[src/core/vic_consts.vh]
// constants for the vectored interrupt control block
// assumes inclusion by every core file of the block
`ifndef VIC_CONSTS_VH
`define VIC_CONSTS_VH
// ====
// source bit positions in request and enable words
`define VIC_SRC_BT    0
`define VIC_SRC_E4    1
`define VIC_SRC_E0    2
`define VIC_SRC_E1    3
`define VIC_SRC_CSI   4
`define VIC_SRC_T0    5
`define VIC_SRC_TPG   6
`define VIC_SRC_KS    7
`define VIC_SRC_W     8
`define VIC_SRC_E2    9
`define VIC_NSRC      10
// ====
// register byte offsets
`define VIC_OFF_REQ     8'h00
`define VIC_OFF_ENA     8'h04
`define VIC_OFF_ESA     8'h08
`define VIC_OFF_ESB     8'h0c
`define VIC_OFF_PRI     8'h10
`define VIC_OFF_STS     8'h14
`define VIC_OFF_LINES   8'h18
`define VIC_OFF_REQ_SET 8'h20
`define VIC_OFF_REQ_CLR 8'h24
`define VIC_OFF_ENA_SET 8'h28
`define VIC_OFF_ENA_CLR 8'h2c
// ====
// reset values
`define VIC_RST_REQ 10'h000
`define VIC_RST_ENA 10'h000
`define VIC_RST_ES  4'h0
`define VIC_RST_PRI 4'h0
`define VIC_RST_STS 2'h0
// ====
// fields
`define VIC_PRI_IME   3
`define VIC_ES_SLOW   3
`define VIC_EDGE_RISE 2'h0
`define VIC_EDGE_FALL 2'h1
`define VIC_EDGE_BOTH 2'h2
`define VIC_EDGE_NONE 2'h3
`define VIC_ST_ALL    2'h0
`define VIC_ST_HIGH   2'h1
`define VIC_ST_NONE   2'h2
// ====
// vector table entries per level
`define VIC_VEC_L1 16'h0002
`define VIC_VEC_L2 16'h0004
`define VIC_VEC_L3 16'h0006
`define VIC_VEC_L4 16'h0008
`define VIC_VEC_L5 16'h000a
`define VIC_VEC_L6 16'h000c
`define VIC_VEC_L7 16'h000e
// ====
// filter timing: fx taken as aclk, slow sample is fx/64
`define VIC_FX_DIV      64
`define VIC_FX_DIV_LAST 6'h3f
`define VIC_FILT_PERIODS 2
// ====
// bus answers
`define VIC_RESP_OKAY   2'h0
`define VIC_RESP_SLVERR 2'h2
`endif

[src/core/vic_top.v]
// vectored interrupt control: flags, edge inputs, priority, axi4-lite
// assumes pins and strobes synchronous to aclk, cpu core drives accept
//
// Chosen here: register access over AXI4-Lite and the address map.
`timescale 1ns/1ps
`include "vic_consts.vh"
// What this block does
// ten flags; two test sources never vector
// fixed vector entries 0002h to 000eh
// simultaneous requests granted level 1 first
// flag set by source, cleared on service
// enable one permits, zero blocks
// request line when flag and enable set
// active request line wakes from standby
// flags reachable by bit and byte writes
// software-set flag vectors like hardware
// reset clears all flags and enables
// edge inputs 0,1 use selected edge
// edge input 2 rising edge only
// edge input 4 either edge
// internal strobes set internal flags
// edge input 0 noise filtered
// filter clock selected by bit 3
// threshold two cpu or fx/64 periods
// edge selects reset zero, nibble written
// master enable bit 3, high source low bits
// service status gates, raised on accept
// shared vector: both enabled, none cleared
// software masks before changing edge select
// hardware set beats simultaneous clear
module vic_top (
  input  wire        aclk,
  input  wire        aresetn,
  input  wire        ce,
  input  wire [7:0]  s_axi_awaddr,
  input  wire        s_axi_awvalid,
  output reg         s_axi_awready,
  input  wire [31:0] s_axi_wdata,
  input  wire [3:0]  s_axi_wstrb,
  input  wire        s_axi_wvalid,
  output reg         s_axi_wready,
  output reg  [1:0]  s_axi_bresp,
  output reg         s_axi_bvalid,
  input  wire        s_axi_bready,
  input  wire [7:0]  s_axi_araddr,
  input  wire        s_axi_arvalid,
  output reg         s_axi_arready,
  output reg  [31:0] s_axi_rdata,
  output reg  [1:0]  s_axi_rresp,
  output reg         s_axi_rvalid,
  input  wire        s_axi_rready,
  input  wire        interval_timer_source,
  input  wire        serial_done_source,
  input  wire        event_counter_match_source,
  input  wire        pulse_gen_match_source,
  input  wire        key_scan_source,
  input  wire        watch_tick_source,
  input  wire        filtered_edge_pin_source,
  input  wire        second_edge_pin_source,
  input  wire        rising_test_pin_source,
  input  wire        both_edge_pin_source,
  input  wire        cpu_accept,
  input  wire        cpu_return,
  input  wire [1:0]  cpu_ret_status,
  input  wire        cpu_ei,
  input  wire        cpu_di,
  output reg         vec_req_ff,
  output reg  [2:0]  vec_level_ff,
  output reg  [15:0] vec_addr_ff,
  output reg         wake_ff,
  output reg  [1:0]  service_status_ff,
  output reg  [1:0]  saved_status_ff
);
  // ==========================================
  // state
  reg  [9:0]  request_flag_ff;
  reg  [9:0]  source_enable_flag_ff;
  reg  [3:0]  edge_select_reg_a_ff;
  reg  [3:0]  edge_select_reg_b_ff;
  reg  [3:0]  priority_select_register_ff;
  reg  [7:0]  awaddr_ff;
  reg  [31:0] wdata_ff;
  reg  [3:0]  wstrb_ff;
  reg         aw_held_ff;
  reg         w_held_ff;
  reg  [9:0]  nxt_request_flag;
  reg  [9:0]  nxt_source_enable_flag;
  reg  [3:0]  nxt_priority_select;
  reg  [1:0]  nxt_service_status;
  reg  [9:0]  acc_clr;
  reg  [7:1]  lines;
  reg         nxt_vec_req;
  reg  [2:0]  nxt_vec_level;
  reg  [15:0] nxt_vec_addr;
  reg  [31:0] rd_data;
  reg         rd_hit;
  reg         wr_hit;
  integer     k;
  wire        filt_level;
  wire        e0_pulse;
  wire        e1_pulse;
  wire        e2_pulse;
  wire        e4_pulse;
  wire [9:0]  hw_set;
  wire [9:0]  wmask = {{2{wstrb_ff[1]}}, {8{wstrb_ff[0]}}};
  wire [9:0]  wval  = wdata_ff[9:0] & wmask;
  wire        wr_fire = aw_held_ff & w_held_ff & ~s_axi_bvalid;
  wire        ar_fire = s_axi_arvalid & s_axi_arready;
  wire        acc_fire = cpu_accept & vec_req_ff;
  wire [1:0]  e1_mode = edge_select_reg_b_ff[1:0];

  // ==========================================
  // edge inputs
  // edge 0 filtered, sample clock cpu or fx/64 by bit 3
  vic_noise_filter u_filt0 (
    .aclk     (aclk),
    .aresetn  (aresetn),
    .ce       (ce),
    .slow_sel (edge_select_reg_a_ff[`VIC_ES_SLOW]),
    .din      (filtered_edge_pin_source),
    .dout_ff  (filt_level)
  );
  vic_edge_det u_e0 (
    .aclk     (aclk),
    .aresetn  (aresetn),
    .ce       (ce),
    .din      (filt_level),
    .mode     (edge_select_reg_a_ff[1:0]),
    .pulse_ff (e0_pulse)
  );
  vic_edge_det u_e1 (
    .aclk     (aclk),
    .aresetn  (aresetn),
    .ce       (ce),
    .din      (second_edge_pin_source),
    .mode     (e1_mode),
    .pulse_ff (e1_pulse)
  );
  vic_edge_det u_e2 (
    .aclk     (aclk),
    .aresetn  (aresetn),
    .ce       (ce),
    .din      (rising_test_pin_source),
    .mode     (`VIC_EDGE_RISE),
    .pulse_ff (e2_pulse)
  );
  vic_edge_det u_e4 (
    .aclk     (aclk),
    .aresetn  (aresetn),
    .ce       (ce),
    .din      (both_edge_pin_source),
    .mode     (`VIC_EDGE_BOTH),
    .pulse_ff (e4_pulse)
  );

  // hardware set sources, internal strobes and edges
  assign hw_set[`VIC_SRC_BT]  = interval_timer_source;
  assign hw_set[`VIC_SRC_E4]  = e4_pulse;
  assign hw_set[`VIC_SRC_E0]  = e0_pulse;
  assign hw_set[`VIC_SRC_E1]  = e1_pulse;
  assign hw_set[`VIC_SRC_CSI] = serial_done_source;
  assign hw_set[`VIC_SRC_T0]  = event_counter_match_source;
  assign hw_set[`VIC_SRC_TPG] = pulse_gen_match_source;
  assign hw_set[`VIC_SRC_KS]  = key_scan_source;
  assign hw_set[`VIC_SRC_W]   = watch_tick_source;
  assign hw_set[`VIC_SRC_E2]  = e2_pulse;

  // ==========================================
  // clear on service; shared slot clears only a lone enabled source
  always @* begin
    acc_clr = 10'h000;
    if (acc_fire) begin
      if (vec_level_ff == 3'd1) begin
        if (!(source_enable_flag_ff[`VIC_SRC_BT] & source_enable_flag_ff[`VIC_SRC_E4])) begin
          acc_clr[`VIC_SRC_BT] = source_enable_flag_ff[`VIC_SRC_BT];
          acc_clr[`VIC_SRC_E4] = source_enable_flag_ff[`VIC_SRC_E4];
        end
      end else begin
        acc_clr[vec_level_ff] = 1'b1;
      end
    end
  end

  // ==========================================
  // next flags; software write first, then clears, then hardware sets
  always @* begin
    wr_hit = 1'b1;
    nxt_request_flag = request_flag_ff;
    nxt_source_enable_flag = source_enable_flag_ff;
    nxt_priority_select = priority_select_register_ff;
    nxt_service_status = service_status_ff;
    if (wr_fire) begin
      case (awaddr_ff)
        `VIC_OFF_REQ: nxt_request_flag = (request_flag_ff & ~wmask) | wval;
        `VIC_OFF_REQ_SET: nxt_request_flag = request_flag_ff | wval;
        `VIC_OFF_REQ_CLR: nxt_request_flag = request_flag_ff & ~wval;
        `VIC_OFF_ENA: nxt_source_enable_flag = (source_enable_flag_ff & ~wmask) | wval;
        `VIC_OFF_ENA_SET: nxt_source_enable_flag = source_enable_flag_ff | wval;
        `VIC_OFF_ENA_CLR: nxt_source_enable_flag = source_enable_flag_ff & ~wval;
        `VIC_OFF_ESA, `VIC_OFF_ESB: wr_hit = 1'b1;
        `VIC_OFF_PRI: begin
          if (wstrb_ff[0]) begin
            nxt_priority_select = wdata_ff[3:0];
          end
        end
        `VIC_OFF_STS: begin
          if (wstrb_ff[0] && wdata_ff[1:0] != 2'h3) begin
            nxt_service_status = wdata_ff[1:0];
          end
        end
        default: wr_hit = 1'b0;
      endcase
    end
    // instruction side of master enable
    if (cpu_ei) begin
      nxt_priority_select[`VIC_PRI_IME] = 1'b1;
    end
    if (cpu_di) begin
      nxt_priority_select[`VIC_PRI_IME] = 1'b0;
    end
    // accept raises one level, return loads the status given on cpu_ret_status
    if (acc_fire) begin
      nxt_service_status = (service_status_ff == `VIC_ST_ALL) ? `VIC_ST_HIGH : `VIC_ST_NONE;
    end else if (cpu_return) begin
      nxt_service_status = cpu_ret_status;
    end
    // hardware set wins over any clear in the same cycle
    nxt_request_flag = (nxt_request_flag & ~acc_clr) | hw_set;
  end

  // ==========================================
  // request lines and fixed priority on next-state values
  // next values avoid a stale request right after an accept
  always @* begin
    lines[1] = (nxt_request_flag[`VIC_SRC_BT] & nxt_source_enable_flag[`VIC_SRC_BT])
             | (nxt_request_flag[`VIC_SRC_E4] & nxt_source_enable_flag[`VIC_SRC_E4]);
    for (k = 2; k <= 7; k = k + 1) begin
      lines[k] = nxt_request_flag[k] & nxt_source_enable_flag[k];
    end
    nxt_vec_req = 1'b0;
    nxt_vec_level = 3'd0;
    // test sources bits 8,9 take no part here
    for (k = 7; k >= 1; k = k - 1) begin
      if (lines[k] && nxt_priority_select[`VIC_PRI_IME] &&
          (nxt_service_status == `VIC_ST_ALL ||
           (nxt_service_status == `VIC_ST_HIGH && nxt_priority_select[2:0] == k[2:0]))) begin
        nxt_vec_req = 1'b1;
        nxt_vec_level = k[2:0];
      end
    end
    case (nxt_vec_level)
      3'd1: nxt_vec_addr = `VIC_VEC_L1;
      3'd2: nxt_vec_addr = `VIC_VEC_L2;
      3'd3: nxt_vec_addr = `VIC_VEC_L3;
      3'd4: nxt_vec_addr = `VIC_VEC_L4;
      3'd5: nxt_vec_addr = `VIC_VEC_L5;
      3'd6: nxt_vec_addr = `VIC_VEC_L6;
      3'd7: nxt_vec_addr = `VIC_VEC_L7;
      default: nxt_vec_addr = 16'h0000;
    endcase
  end

  // ==========================================
  // control state
  always @(posedge aclk) begin
    if (!aresetn) begin
      request_flag_ff <= `VIC_RST_REQ;
      source_enable_flag_ff <= `VIC_RST_ENA;
      edge_select_reg_a_ff <= `VIC_RST_ES;
      edge_select_reg_b_ff <= `VIC_RST_ES;
      priority_select_register_ff <= `VIC_RST_PRI;
      service_status_ff <= `VIC_RST_STS;
      saved_status_ff <= `VIC_RST_STS;
      vec_req_ff <= 1'b0;
      vec_level_ff <= 3'd0;
      vec_addr_ff <= 16'h0000;
      wake_ff <= 1'b0;
    end else if (ce) begin
      request_flag_ff <= nxt_request_flag;
      source_enable_flag_ff <= nxt_source_enable_flag;
      priority_select_register_ff <= nxt_priority_select;
      service_status_ff <= nxt_service_status;
      if (acc_fire) begin
        saved_status_ff <= service_status_ff;
      end
      // nibble-wide writes only
      if (wr_fire && wstrb_ff[0] && awaddr_ff == `VIC_OFF_ESA) begin
        edge_select_reg_a_ff <= wdata_ff[3:0];
      end
      if (wr_fire && wstrb_ff[0] && awaddr_ff == `VIC_OFF_ESB) begin
        edge_select_reg_b_ff <= wdata_ff[3:0];
      end
      vec_req_ff <= nxt_vec_req;
      vec_level_ff <= nxt_vec_level;
      vec_addr_ff <= nxt_vec_addr;
      // wake ignores master enable and service status
      wake_ff <= |lines;
    end
  end

  // ==========================================
  // axi4-lite write channel, one write in flight
  always @(posedge aclk) begin
    if (!aresetn) begin
      s_axi_awready <= 1'b1;
      s_axi_wready <= 1'b1;
      s_axi_bvalid <= 1'b0;
      s_axi_bresp <= `VIC_RESP_OKAY;
      aw_held_ff <= 1'b0;
      w_held_ff <= 1'b0;
      awaddr_ff <= 8'h00;
      wdata_ff <= 32'h00000000;
      wstrb_ff <= 4'h0;
    end else if (ce) begin
      if (s_axi_awvalid && s_axi_awready) begin
        awaddr_ff <= s_axi_awaddr;
        aw_held_ff <= 1'b1;
        s_axi_awready <= 1'b0;
      end
      if (s_axi_wvalid && s_axi_wready) begin
        wdata_ff <= s_axi_wdata;
        wstrb_ff <= s_axi_wstrb;
        w_held_ff <= 1'b1;
        s_axi_wready <= 1'b0;
      end
      if (wr_fire) begin
        s_axi_bvalid <= 1'b1;
        s_axi_bresp <= wr_hit ? `VIC_RESP_OKAY : `VIC_RESP_SLVERR;
      end
      if (s_axi_bvalid && s_axi_bready) begin
        s_axi_bvalid <= 1'b0;
        aw_held_ff <= 1'b0;
        w_held_ff <= 1'b0;
        s_axi_awready <= 1'b1;
        s_axi_wready <= 1'b1;
      end
    end
  end

  // ==========================================
  // read mux; set/clear aliases read back the live word
  always @* begin
    rd_hit = 1'b1;
    case (s_axi_araddr)
      `VIC_OFF_REQ, `VIC_OFF_REQ_SET, `VIC_OFF_REQ_CLR:
        rd_data = {22'h0, request_flag_ff};
      `VIC_OFF_ENA, `VIC_OFF_ENA_SET, `VIC_OFF_ENA_CLR:
        rd_data = {22'h0, source_enable_flag_ff};
      `VIC_OFF_ESA: rd_data = {28'h0000000, edge_select_reg_a_ff};
      `VIC_OFF_ESB: rd_data = {28'h0000000, edge_select_reg_b_ff};
      `VIC_OFF_PRI: rd_data = {28'h0000000, priority_select_register_ff};
      `VIC_OFF_STS: rd_data = {28'h0000000, saved_status_ff, service_status_ff};
      `VIC_OFF_LINES: rd_data = {23'h0, wake_ff, lines, 1'b0};
      default: begin
        rd_data = 32'h00000000;
        rd_hit = 1'b0;
      end
    endcase
  end

  // axi4-lite read channel, data one cycle after address
  always @(posedge aclk) begin
    if (!aresetn) begin
      s_axi_arready <= 1'b1;
      s_axi_rvalid <= 1'b0;
      s_axi_rdata <= 32'h00000000;
      s_axi_rresp <= `VIC_RESP_OKAY;
    end else if (ce) begin
      if (ar_fire) begin
        s_axi_arready <= 1'b0;
        s_axi_rvalid <= 1'b1;
        s_axi_rdata <= rd_data;
        s_axi_rresp <= rd_hit ? `VIC_RESP_OKAY : `VIC_RESP_SLVERR;
      end else if (s_axi_rvalid && s_axi_rready) begin
        s_axi_rvalid <= 1'b0;
        s_axi_arready <= 1'b1;
      end
    end
  end
endmodule // vic_top

[src/core/vic_edge_det.v]
// edge detector with selectable edge, one-cycle pulse out
// assumes din synchronous to aclk
`timescale 1ns/1ps
`include "vic_consts.vh"
module vic_edge_det (
  input  wire       aclk,
  input  wire       aresetn,
  input  wire       ce,
  input  wire       din,
  input  wire [1:0] mode,
  output reg        pulse_ff
);
  reg prev_ff;
  reg valid_ff;
  wire rise = din & ~prev_ff;
  wire fall = ~din & prev_ff;
  reg  hit;
  // ==========================================
  // edge select
  always @* begin
    case (mode)
      `VIC_EDGE_RISE: hit = rise;
      `VIC_EDGE_FALL: hit = fall;
      `VIC_EDGE_BOTH: hit = rise | fall;
      default:        hit = 1'b0;
    endcase
  end
  // first sample after reset only primes prev, no spurious edge
  always @(posedge aclk) begin
    if (!aresetn) begin
      prev_ff  <= 1'b0;
      valid_ff <= 1'b0;
      pulse_ff <= 1'b0;
    end else if (ce) begin
      prev_ff  <= din;
      valid_ff <= 1'b1;
      pulse_ff <= hit & valid_ff;
    end
  end
endmodule // vic_edge_det

[src/core/vic_noise_filter.v]
// sampling noise filter, output follows input after two equal samples
// assumes din synchronous to aclk; fx taken as aclk
`timescale 1ns/1ps
`include "vic_consts.vh"
module vic_noise_filter (
  input  wire aclk,
  input  wire aresetn,
  input  wire ce,
  input  wire slow_sel,
  input  wire din,
  output reg  dout_ff
);
  reg [5:0] pre_ff;
  reg       s1_ff;
  reg       s2_ff;
  wire      tick = ~slow_sel | (pre_ff == `VIC_FX_DIV_LAST);
  // ==========================================
  // prescaler and sampler; level accepted once two samples agree
  always @(posedge aclk) begin
    if (!aresetn) begin
      pre_ff  <= 6'h00;
      s1_ff   <= 1'b0;
      s2_ff   <= 1'b0;
      dout_ff <= 1'b0;
    end else if (ce) begin
      pre_ff <= pre_ff + 6'h01;
      if (tick) begin
        s1_ff <= din;
        s2_ff <= s1_ff;
        if (s1_ff == s2_ff) begin
          dout_ff <= s2_ff;
        end
      end
    end
  end
endmodule // vic_noise_filter

[config.mk]
export PLATFORM = sky130hd
export DESIGN_NAME = vic_top
export DESIGN_NICKNAME = d
export VERILOG_FILES = /design/src/core/vic_top.v /design/src/core/vic_edge_det.v /design/src/core/vic_noise_filter.v
export VERILOG_INCLUDE_DIRS = /design/src /design/src/core
export SDC_FILE = /design/constraint.sdc
export NUM_CORES = 1
export LEC_CHECK = 0
export BUFFER_PORTS_ARGS = -buffer_cell sky130_fd_sc_hd__buf_2
export CAP_MARGIN = 20
export CORE_ASPECT_RATIO = 0.7
export CORE_MARGIN = 2
export CORE_UTILIZATION = 35
export DETAILED_ROUTE_END_ITERATION = 8
export PLACE_DENSITY = 0.56
export SYNTH_ARGS = -nofsm -noshare
export SYNTH_HDL_FRONTEND = slang
export SYNTH_SLANG_ARGS = --single-unit
[constraint.sdc]
create_clock -name aclk -period 2.75 [get_ports aclk]
set_input_delay 0.1375 -clock aclk [delete_from_list [all_inputs] [get_ports aclk]]
set_output_delay 0.1375 -clock aclk [all_outputs]
set_load 0.02 [all_outputs]
==> results of run 1 <==
how the worst max path moves through the flow:
stage | start | end | slack [ps] | depth (start not counted)
floorplan | awaddr_ff[1] | vec_addr_ff[3] | -10 | 9
CTS | awaddr_ff[0] | vec_req_ff | -60 | 10
detailed placement | awaddr_ff[2] | vec_level_ff[2] | -260 | 9
finish | awaddr_ff[0] | vec_req_ff | -20 | 9
global placement | awaddr_ff[2] | vec_addr_ff[3] | -290 | 9
global route | awaddr_ff[7] | vec_req_ff | -140 | 9
placed cells by master, fill, tap and decap left out, drive strengths merged, types with 5 or more instances in the layout:
master	Yosys	layout
nor2b	10	10
a32oi	5	5
or2	5	5
a222oi	5	5
nand3	20	20
a21oi	73	73
a31oi	10	10
nand2b	7	7
conb	1	37
inv	18	21
nand2	86	86
o21ai	30	30
a311oi	5	5
o22ai	5	5
ha	5	5
clkbuf	33	9
a211oi	15	15
a221oi	6	6
o211a	5	5
a21o	6	6
and3	9	9
a22oi	5	5
nand4	7	7
dfxtp	100	100
nor2	96	96
buf	53	187
nor4	9	9
or3	6	6
and2	11	11
nor3	10	10
mux2i	21	21
what timing repair did:
item                                   4_1_cts  5_1_grt
endpoints found under the hold margin        0        0
buffers inserted                             6        5
pin swaps                                   11        8
setup endpoints to repair                    7       13
gates resized for setup                     25       26
area by class of cell:
class                      instances  area (sq um)  share of cell area (%)
multi-input combinational        602          3849                   49.74
sequential                       100          2016                   26.05
clock inverter                     7         80.08                   1.035
timing repair buffer             187          1211                   15.65
inverter                          18         67.56                  0.8732
clock buffer                       9         225.2                   2.911
tap                              231         289.0                   3.735
metal layers:
metal,track usage (%),vias up,wire length [um]
li1,-,3054,-
met2,31.78,226,8316
met3,5.527,14,1834
met5,0,-,0
met4,2.798,0,107
met1,35.04,2953,10610
report_power, final:
group | switching, mW | internal, mW | total (mW)
Clock | 0.667 | 0.649 | 1.32
Sequential | 0.0663 | 1.50 | 1.57
Combinational | 0.398 | 0.263 | 0.661
metrics by stage:
step | cells | power, mW | area [sq um] | util, % | setup TNS [ps]
final | 1154 | 3.542 | 7737 | 45.47 | -57.14
after global routing | 1154 | 3.680 | 7737 | 45.47 | -629.4
after CTS | 1149 | 3.514 | 7550 | 44.37 | -213.6
after detailed placement | 1127 | 2.189 | 7086 | 41.64 | -947.2
after global placement | 1127 | 2.189 | 7086 | 41.64 | -993.6
after floorplan | 806 | 1.973 | 6165 | - | -20.37
worst max-delay path: stages, from the launching register on:
cell and delay, ps:
dfxtp_4 370, nor4b_4 400, a41oi_2 170, o41a_1 420, or4b_4 560, a2111oi_4 330, a21o_1 160, buf_4 120
nor2_1 30, a31oi_1 150
registers in the layout (all words and copies together) (netlist names), 2 cells and up:
name                         flops
awaddr_ff                        8
edge_select_reg_a_ff             4
edge_select_reg_b_ff             4
priority_select_register_ff      4
request_flag_ff                 10
s_axi_rdata                     10
saved_status_ff                  2
service_status_ff                2
source_enable_flag_ff           10
u_filt0.pre_ff                   6
vec_addr_ff                      3
vec_level_ff                     2
wdata_ff                        10
wstrb_ff                         2
logic make-up (layout without fill, tap and decap cells):
family / after synthesis / in the layout
adders and majority gates: 5 / 5
muxes: 22 / 22
xor gates and xnor gates: 5 / 5
buffers and inverters: 104 / 221
AOI/OAI and AO/OA: 230 / 230
DFF: 100 / 100
and+or+nand+nor: 303 / 303
other: 1 / 37
==> impl_results.md, run 1 <==
* Share of layout cells above drive strength 1 at between 20% and 30%
* First-pass GRT wire length at 32.20 mm
* Vias in the first global route at between 5000 and 6000
* Final worst path period need at between 2000 and 3000 ps
* CTS tree: yes
* Clock latency at the later pin of the worst-skew pair at 360 ps
* FFs w/ async S/R, synth at 0%
* Clock skew at 14.14 ps
* Final worst slack at -23.24 ps
* Yosys warning count at 0
* Antenna diodes at 0
* Cts hold-fix bufs at 0
* WHS Endpoint: wdata_ff[2]
* Fill count at 1758
* Multiplexer fraction of the synthesized cell area at between 3 and 4%
* Synth Area in Simple Gates at about a quarter
* Slew headroom at between 40% and 50%
* FF+latch count, synth at 100
* DRC at 0
* Worst-path clk slew at approximately 90 ps
* Max-slew violations at 0
* Fin. Hold Viols at 0
* Post-synth cell types at 84
* Initial Utilization at 35.36%
* CTS root buf: clkbuf_16
* WHS Path Cells at 3
* Via count at 6247
* Post-synthesis adder-cell area fraction at 1.040%
* Max-Cap Viols at 0
* Synth Cell Area at around 6000 sq um
* Initial antenna violation count at 0
* CTS HTree Levels at 3
* Die Wd at approximately 160 um
* Clock Sinks at 100
* Post-synth top cells: 100 x dfxtp_1, 95 x nor2_1, 86 x nand2_1, 73 x a21oi_1, 39 x buf_4
* Worst reg2reg setup slack at -20 ps
* Worst-margin pin slew at 813.8 ps
* Crit. End Element: flip-flop
* Most frequent cell after synthesis: dfxtp_1
* Placer Congestion at slightly below 1
* Top cell type's share of synthesized area at between 30% and 40%
* Die height at around 110 um
* Die Area at approximately 18000 sq um
* Outcome: complete, but fails checks
* First-iteration detailed-routing DRC count at between 500 and 600
* Pre-CTS setup slack at -264.5 ps
* DRT Pass-1 Iters at 5
* Fin nets at 999
* Post-synthesis compound-gate area fraction at a little over a quarter
* GR Overflow Total at 0
* Critical Path Fanout Max at 4
* Min Hold Slack at around 6.0 ps
* Main combinational cell family by area after synthesis: compound AO/OA/AOI/OAI gates
* Largest net degree at the start of global routing at 43
* CTS Buffer Depth at 2
* Worst Hold Launch: s_axi_wdata[2]
* Post-Synth XOR/XNOR Area at less than 1%
* Leading area contributor after synthesis: dfxtp_1
* Routed vias/inst at about 5.4
* Final setup viols at 5
* Startpoint Class: flip-flop
* End of the worst register-to-register path: vec_req_ff
* Syn Inst Count at 770
* TritonCTS Buffers at 9
* Fmax at roughly 360 MHz
* # rows at 40
* Routed Antenna Nets at 0
* Sequential area share after synthesis at about 33%
* Worst Reg-to-Reg Cells at 9
* PwrDens at between 400 and 500 nW/um^2
* Post-Route WL at ~21 mm
* Leak Pwr at just over 3 nW
* Min-delay worst type: in2reg
* Prevailing post-synth register cell: dfxtp_1
* Failing checks: setup timing
* Synth area leaders: dfxtp_1 33%, a21oi_1 6.1%, nor2_1 5.9%
* Crit path kind: reg2reg
* GRT Total Usage at 22.51%
* I/O pins at between 100 and 150
* Worst vdd ir at 372.1 uV
* Tcrit/Tclk final at 100.8%
* Syn avg cell area at approximately 7.8 sq um
* CP arrival at between 3000 and 4000 ps
* Detailed Place HPWL at ~16 mm
* Routed len/inst at between 15 and 20 um
* RSZ-0062 raised after global routing: yes
* Number of buffers added on ports at 80
* Reg2Reg Launch Point: awaddr_ff[0]
* Layout area overhead at 28.59%
* Critical Path RT at between 3000 and 4000 ps
* Core area at around 17000 sq um
* EDFF count, synth at 0
No activity file was read; power rests on OpenSTA's default activity.
==> run 2: changes to the inputs <==
--- a/config.mk
+++ b/config.mk
@@ -8,11 +8,13 @@
 export LEC_CHECK = 0
 export BUFFER_PORTS_ARGS = -buffer_cell sky130_fd_sc_hd__buf_2
 export CAP_MARGIN = 20
+export CELL_PAD_IN_SITES_DETAIL_PLACEMENT = 1
+export CELL_PAD_IN_SITES_GLOBAL_PLACEMENT = 1
 export CORE_ASPECT_RATIO = 0.7
 export CORE_MARGIN = 2
 export CORE_UTILIZATION = 35
 export DETAILED_ROUTE_END_ITERATION = 8
-export PLACE_DENSITY = 0.56
+export PLACE_DENSITY = 0.74
 export SYNTH_ARGS = -nofsm -noshare
 export SYNTH_HDL_FRONTEND = slang
 export SYNTH_SLANG_ARGS = --single-unit
==> run 2 against run 1 <==
  * The run still ends with setup timing left
  * Sequential share of layout area is 0.091 points higher
  * Fmax is 3.0% lower
  * Non-clock buffer count is 6 lower
  * Critical path depth is 1 higher
  * First-iteration DRC count is 12% lower
  * Via count is 2.8% higher
  * Critical path type unchanged
  * Critical endpoint is now vec_level_ff[2]
  * Highest routed layer unchanged
==> impl_results.md, run 2 (same netlist as run 1, synthesis figures left out) <==
* Outcome: complete, but fails checks (unchanged)
* Critical Path Fanout Max at 6 (was 4)
* Worst Reg-to-Reg Cells at 10 (was 9)
* Startpoint Class: flip-flop (unchanged)
* Routed Antenna Nets at 0 (unchanged)
* Initial antenna violation count at 0 (unchanged)
* CTS tree: yes (unchanged)
* TritonCTS Buffers at 9 (unchanged)
* CTS Buffer Depth at 2 (unchanged)
* Critical Path RT at 3010 ps (was 3040 ps)
* CP arrival at 3110 ps (was 3070 ps)
* Most frequent cells in the layout: 94 x nor2_1, 94 x buf_4, 90 x dfxtp_1, 86 x nand2_1, 80 x buf_2 (was 105 x buf_4, 93 x nor2_1, 93 x dfxtp_1, 86 x nand2_1, 80 x buf_2)
* Placer Congestion at 0.9411 (was 0.9870)
* Antenna diodes at 0 (unchanged)
* Fmax at 349.9 MHz (was 360.6 MHz)
* Detailed Place HPWL at 17.07 mm (was 15.87 mm)
* DRT Pass-1 Iters at 6 (was 5)
* Crit path kind: reg2reg (unchanged)
* Area of the multi-input gates at 3846 sq um (was 3849 sq um)
* Worst-margin pin slew at 833.6 ps (was 813.8 ps)
* Crit. End Element: flip-flop (unchanged)
* Fill count at 2123 (was 1758)
* Min Hold Slack at 7.561 ps (was 6.040 ps)
* CTS HTree Levels at 3 (unchanged)
* Clock power share at 38.0% (was 37.1%)
* Layout area overhead at 28.38% (was 28.59%)
* Max-Cap Viols at 0 (unchanged)
* Clock skew at 7.958 ps (was 14.14 ps)
* Fin. Hold Viols at 0 (unchanged)
* Leak Pwr at 3.117 nW (was 3.119 nW)
* Via count at 6421 (was 6247)
* Share of layout cells above drive strength 1 at 28.03% (was 28.28%)
* GRT Total Usage at 25.04% (was 22.51%)
* Initial Utilization at 35.36% (unchanged)
* GR Overflow Total at 0 (unchanged)
* Core area at 17020 sq um (unchanged)
* Die Wd at 160.7 um (unchanged)
* Final worst path period need at 2858 ps (was 2773 ps)
* Seq. cell area at 2019 sq um (was 2016 sq um)
* Placed inst area at 7046 sq um (was 7086 sq um)
* Total Power Consumption at 3.604 mW (was 3.542 mW)
* Failing checks: setup timing (unchanged)
* Die height at 113.7 um (unchanged)
* Internal at 2.487 mW (was 2.412 mW)
* Placed insts at 1120 (was 1127)
* Min-delay worst type: in2reg (unchanged)
* Max-slew violations at 0 (unchanged)
* Routed vias/inst at 5.593 (was 5.413)
* Tcrit/Tclk final at 103.9% (was 100.8%)
* # rows at 40 (unchanged)
* Fin nets at 993 (was 999)
* Post-Route WL at 22.92 mm (was 20.87 mm)
* Sw power at 1.117 mW (was 1.131 mW)
* Routed len/inst at 19.97 um (was 18.08 um)
* CTS root buf: clkbuf_16 (unchanged)
* WHS Path Cells at 3 (unchanged)
* Comb power frac at 18.5% (was 18.6%)
* Worst-path clk slew at 70 ps (was 90 ps)
* First-pass GRT wire length at 35.54 mm (was 32.20 mm)
* Final Non-Filler Cells at 1148 (was 1154)
* Worst vdd ir at 227.3 uV (was 372.1 uV)
* Total negative setup slack at -318.1 ps (was -57.14 ps)
* Final setup viols at 4 (was 5)
* Largest net degree at the start of global routing at 85 (was 43)
* Part of the power in registers at 43.5% (was 44.2%)
* Die Area at 18270 sq um (unchanged)
* Sw Ratio at 30.99% (was 31.92%)
* PwrDens at 466.5 nW/um^2 (was 457.8 nW/um^2)
* RSZ-0062 raised after global routing: yes (unchanged)
* Post-route cell area at 7725 sq um (was 7737 sq um)
* DRC at 0 (unchanged)
* Slew headroom at 44.18% (was 45.51%)
* Clock latency at the later pin of the worst-skew pair at 370 ps (was 360 ps)
* Number of buffers added on ports at 80 (unchanged)
* Vias in the first global route at 6279 (was 5513)
* Final worst slack at -107.8 ps (was -23.24 ps)
* First-iteration detailed-routing DRC count at 522 (was 596)
* I/O pins at 142 (unchanged)
* Clock Sinks at 100 (unchanged)
==> run 2: changes by cell type in the layout (fill, tap and decap cells not counted), sizes merged <==
cell / previous run / this run
clkinvlp: 1 / 2
inv: 21 / 22
clkinv: 3 / 0
bufinv: 0 / 1
dlygate4sd3: 0 / 3
buf: 187 / 178
==> run 2: power by group through the flow <==
stage,logic [mW],registers [mW],clock network (mW)
5_1_grt,0.718,1.58,1.46
2_1_floorplan,0.386,1.59,0
6_report,0.667,1.57,1.37
3_5_place_dp,0.595,1.60,0
4_1_cts,0.620,1.56,1.40
3_3_place_gp,0.584,1.59,0
==> run 2: stage by stage <==
step | setup WS [ps] | utilization, %
6_report | -107.8 | 45.40
3_5_place_dp | -233.2 | 41.40
4_1_cts | -73.10 | 44.35
5_1_grt | -204.2 | 45.40
3_3_place_gp | -130.0 | 41.40
2_1_floorplan | -10.19 | -
==> run 2: area by class of cell <==
cell class	count	share of cell area, %
Multi-Input combinational cell	602	49.79
Sequential cell	100	26.14
Timing Repair Buffer	181	15.40
Tap cell	231	3.741
Clock buffer	9	2.915
Clock inverter	7	1.134
Inverter	18	0.8746
==> run 2: final timing paths <==
path	slack [ps]	endpoint	startpoint
max	-110	vec_level_ff[2]	awaddr_ff[2]
min	8	awaddr_ff[6]	s_axi_awaddr[6]
max reg2reg	-110	vec_level_ff[2]	awaddr_ff[2]
min reg2reg	460	s_axi_rdata[3]	s_axi_rdata[3]
==> run 2: critical path, stage by stage (launching register included) <==
cell       delay (ps)
dfxtp_4           370
nor4b_4           130
buf_4             170
nor4b_4           140
buf_4             160
o41a_1            440
or4b_4            550
a2111oi_4         370
a21o_1            180
a211oi_2           70
o21a_1            180
==> run 2: what timing repair did <==
item / in CTS / in global routing
setup endpoints to repair: 10 / 11
pin swaps: 11 / 16
endpoints found under the hold margin: 3 / 0
hold buffers: 3 / 0
setup buffers: 8 / 3
resized for setup: 25 / 31
==> run 2: layer usage <==
metal | up-vias | global-route usage (%) | routed length [um]
met5 | - | 0 | 0
met4 | 0 | 5.595 | 439
met3 | 32 | 6.509 | 1831
met2 | 240 | 37.59 | 9769
met1 | 3128 | 36.10 | 10890
li1 | 3021 | - | -
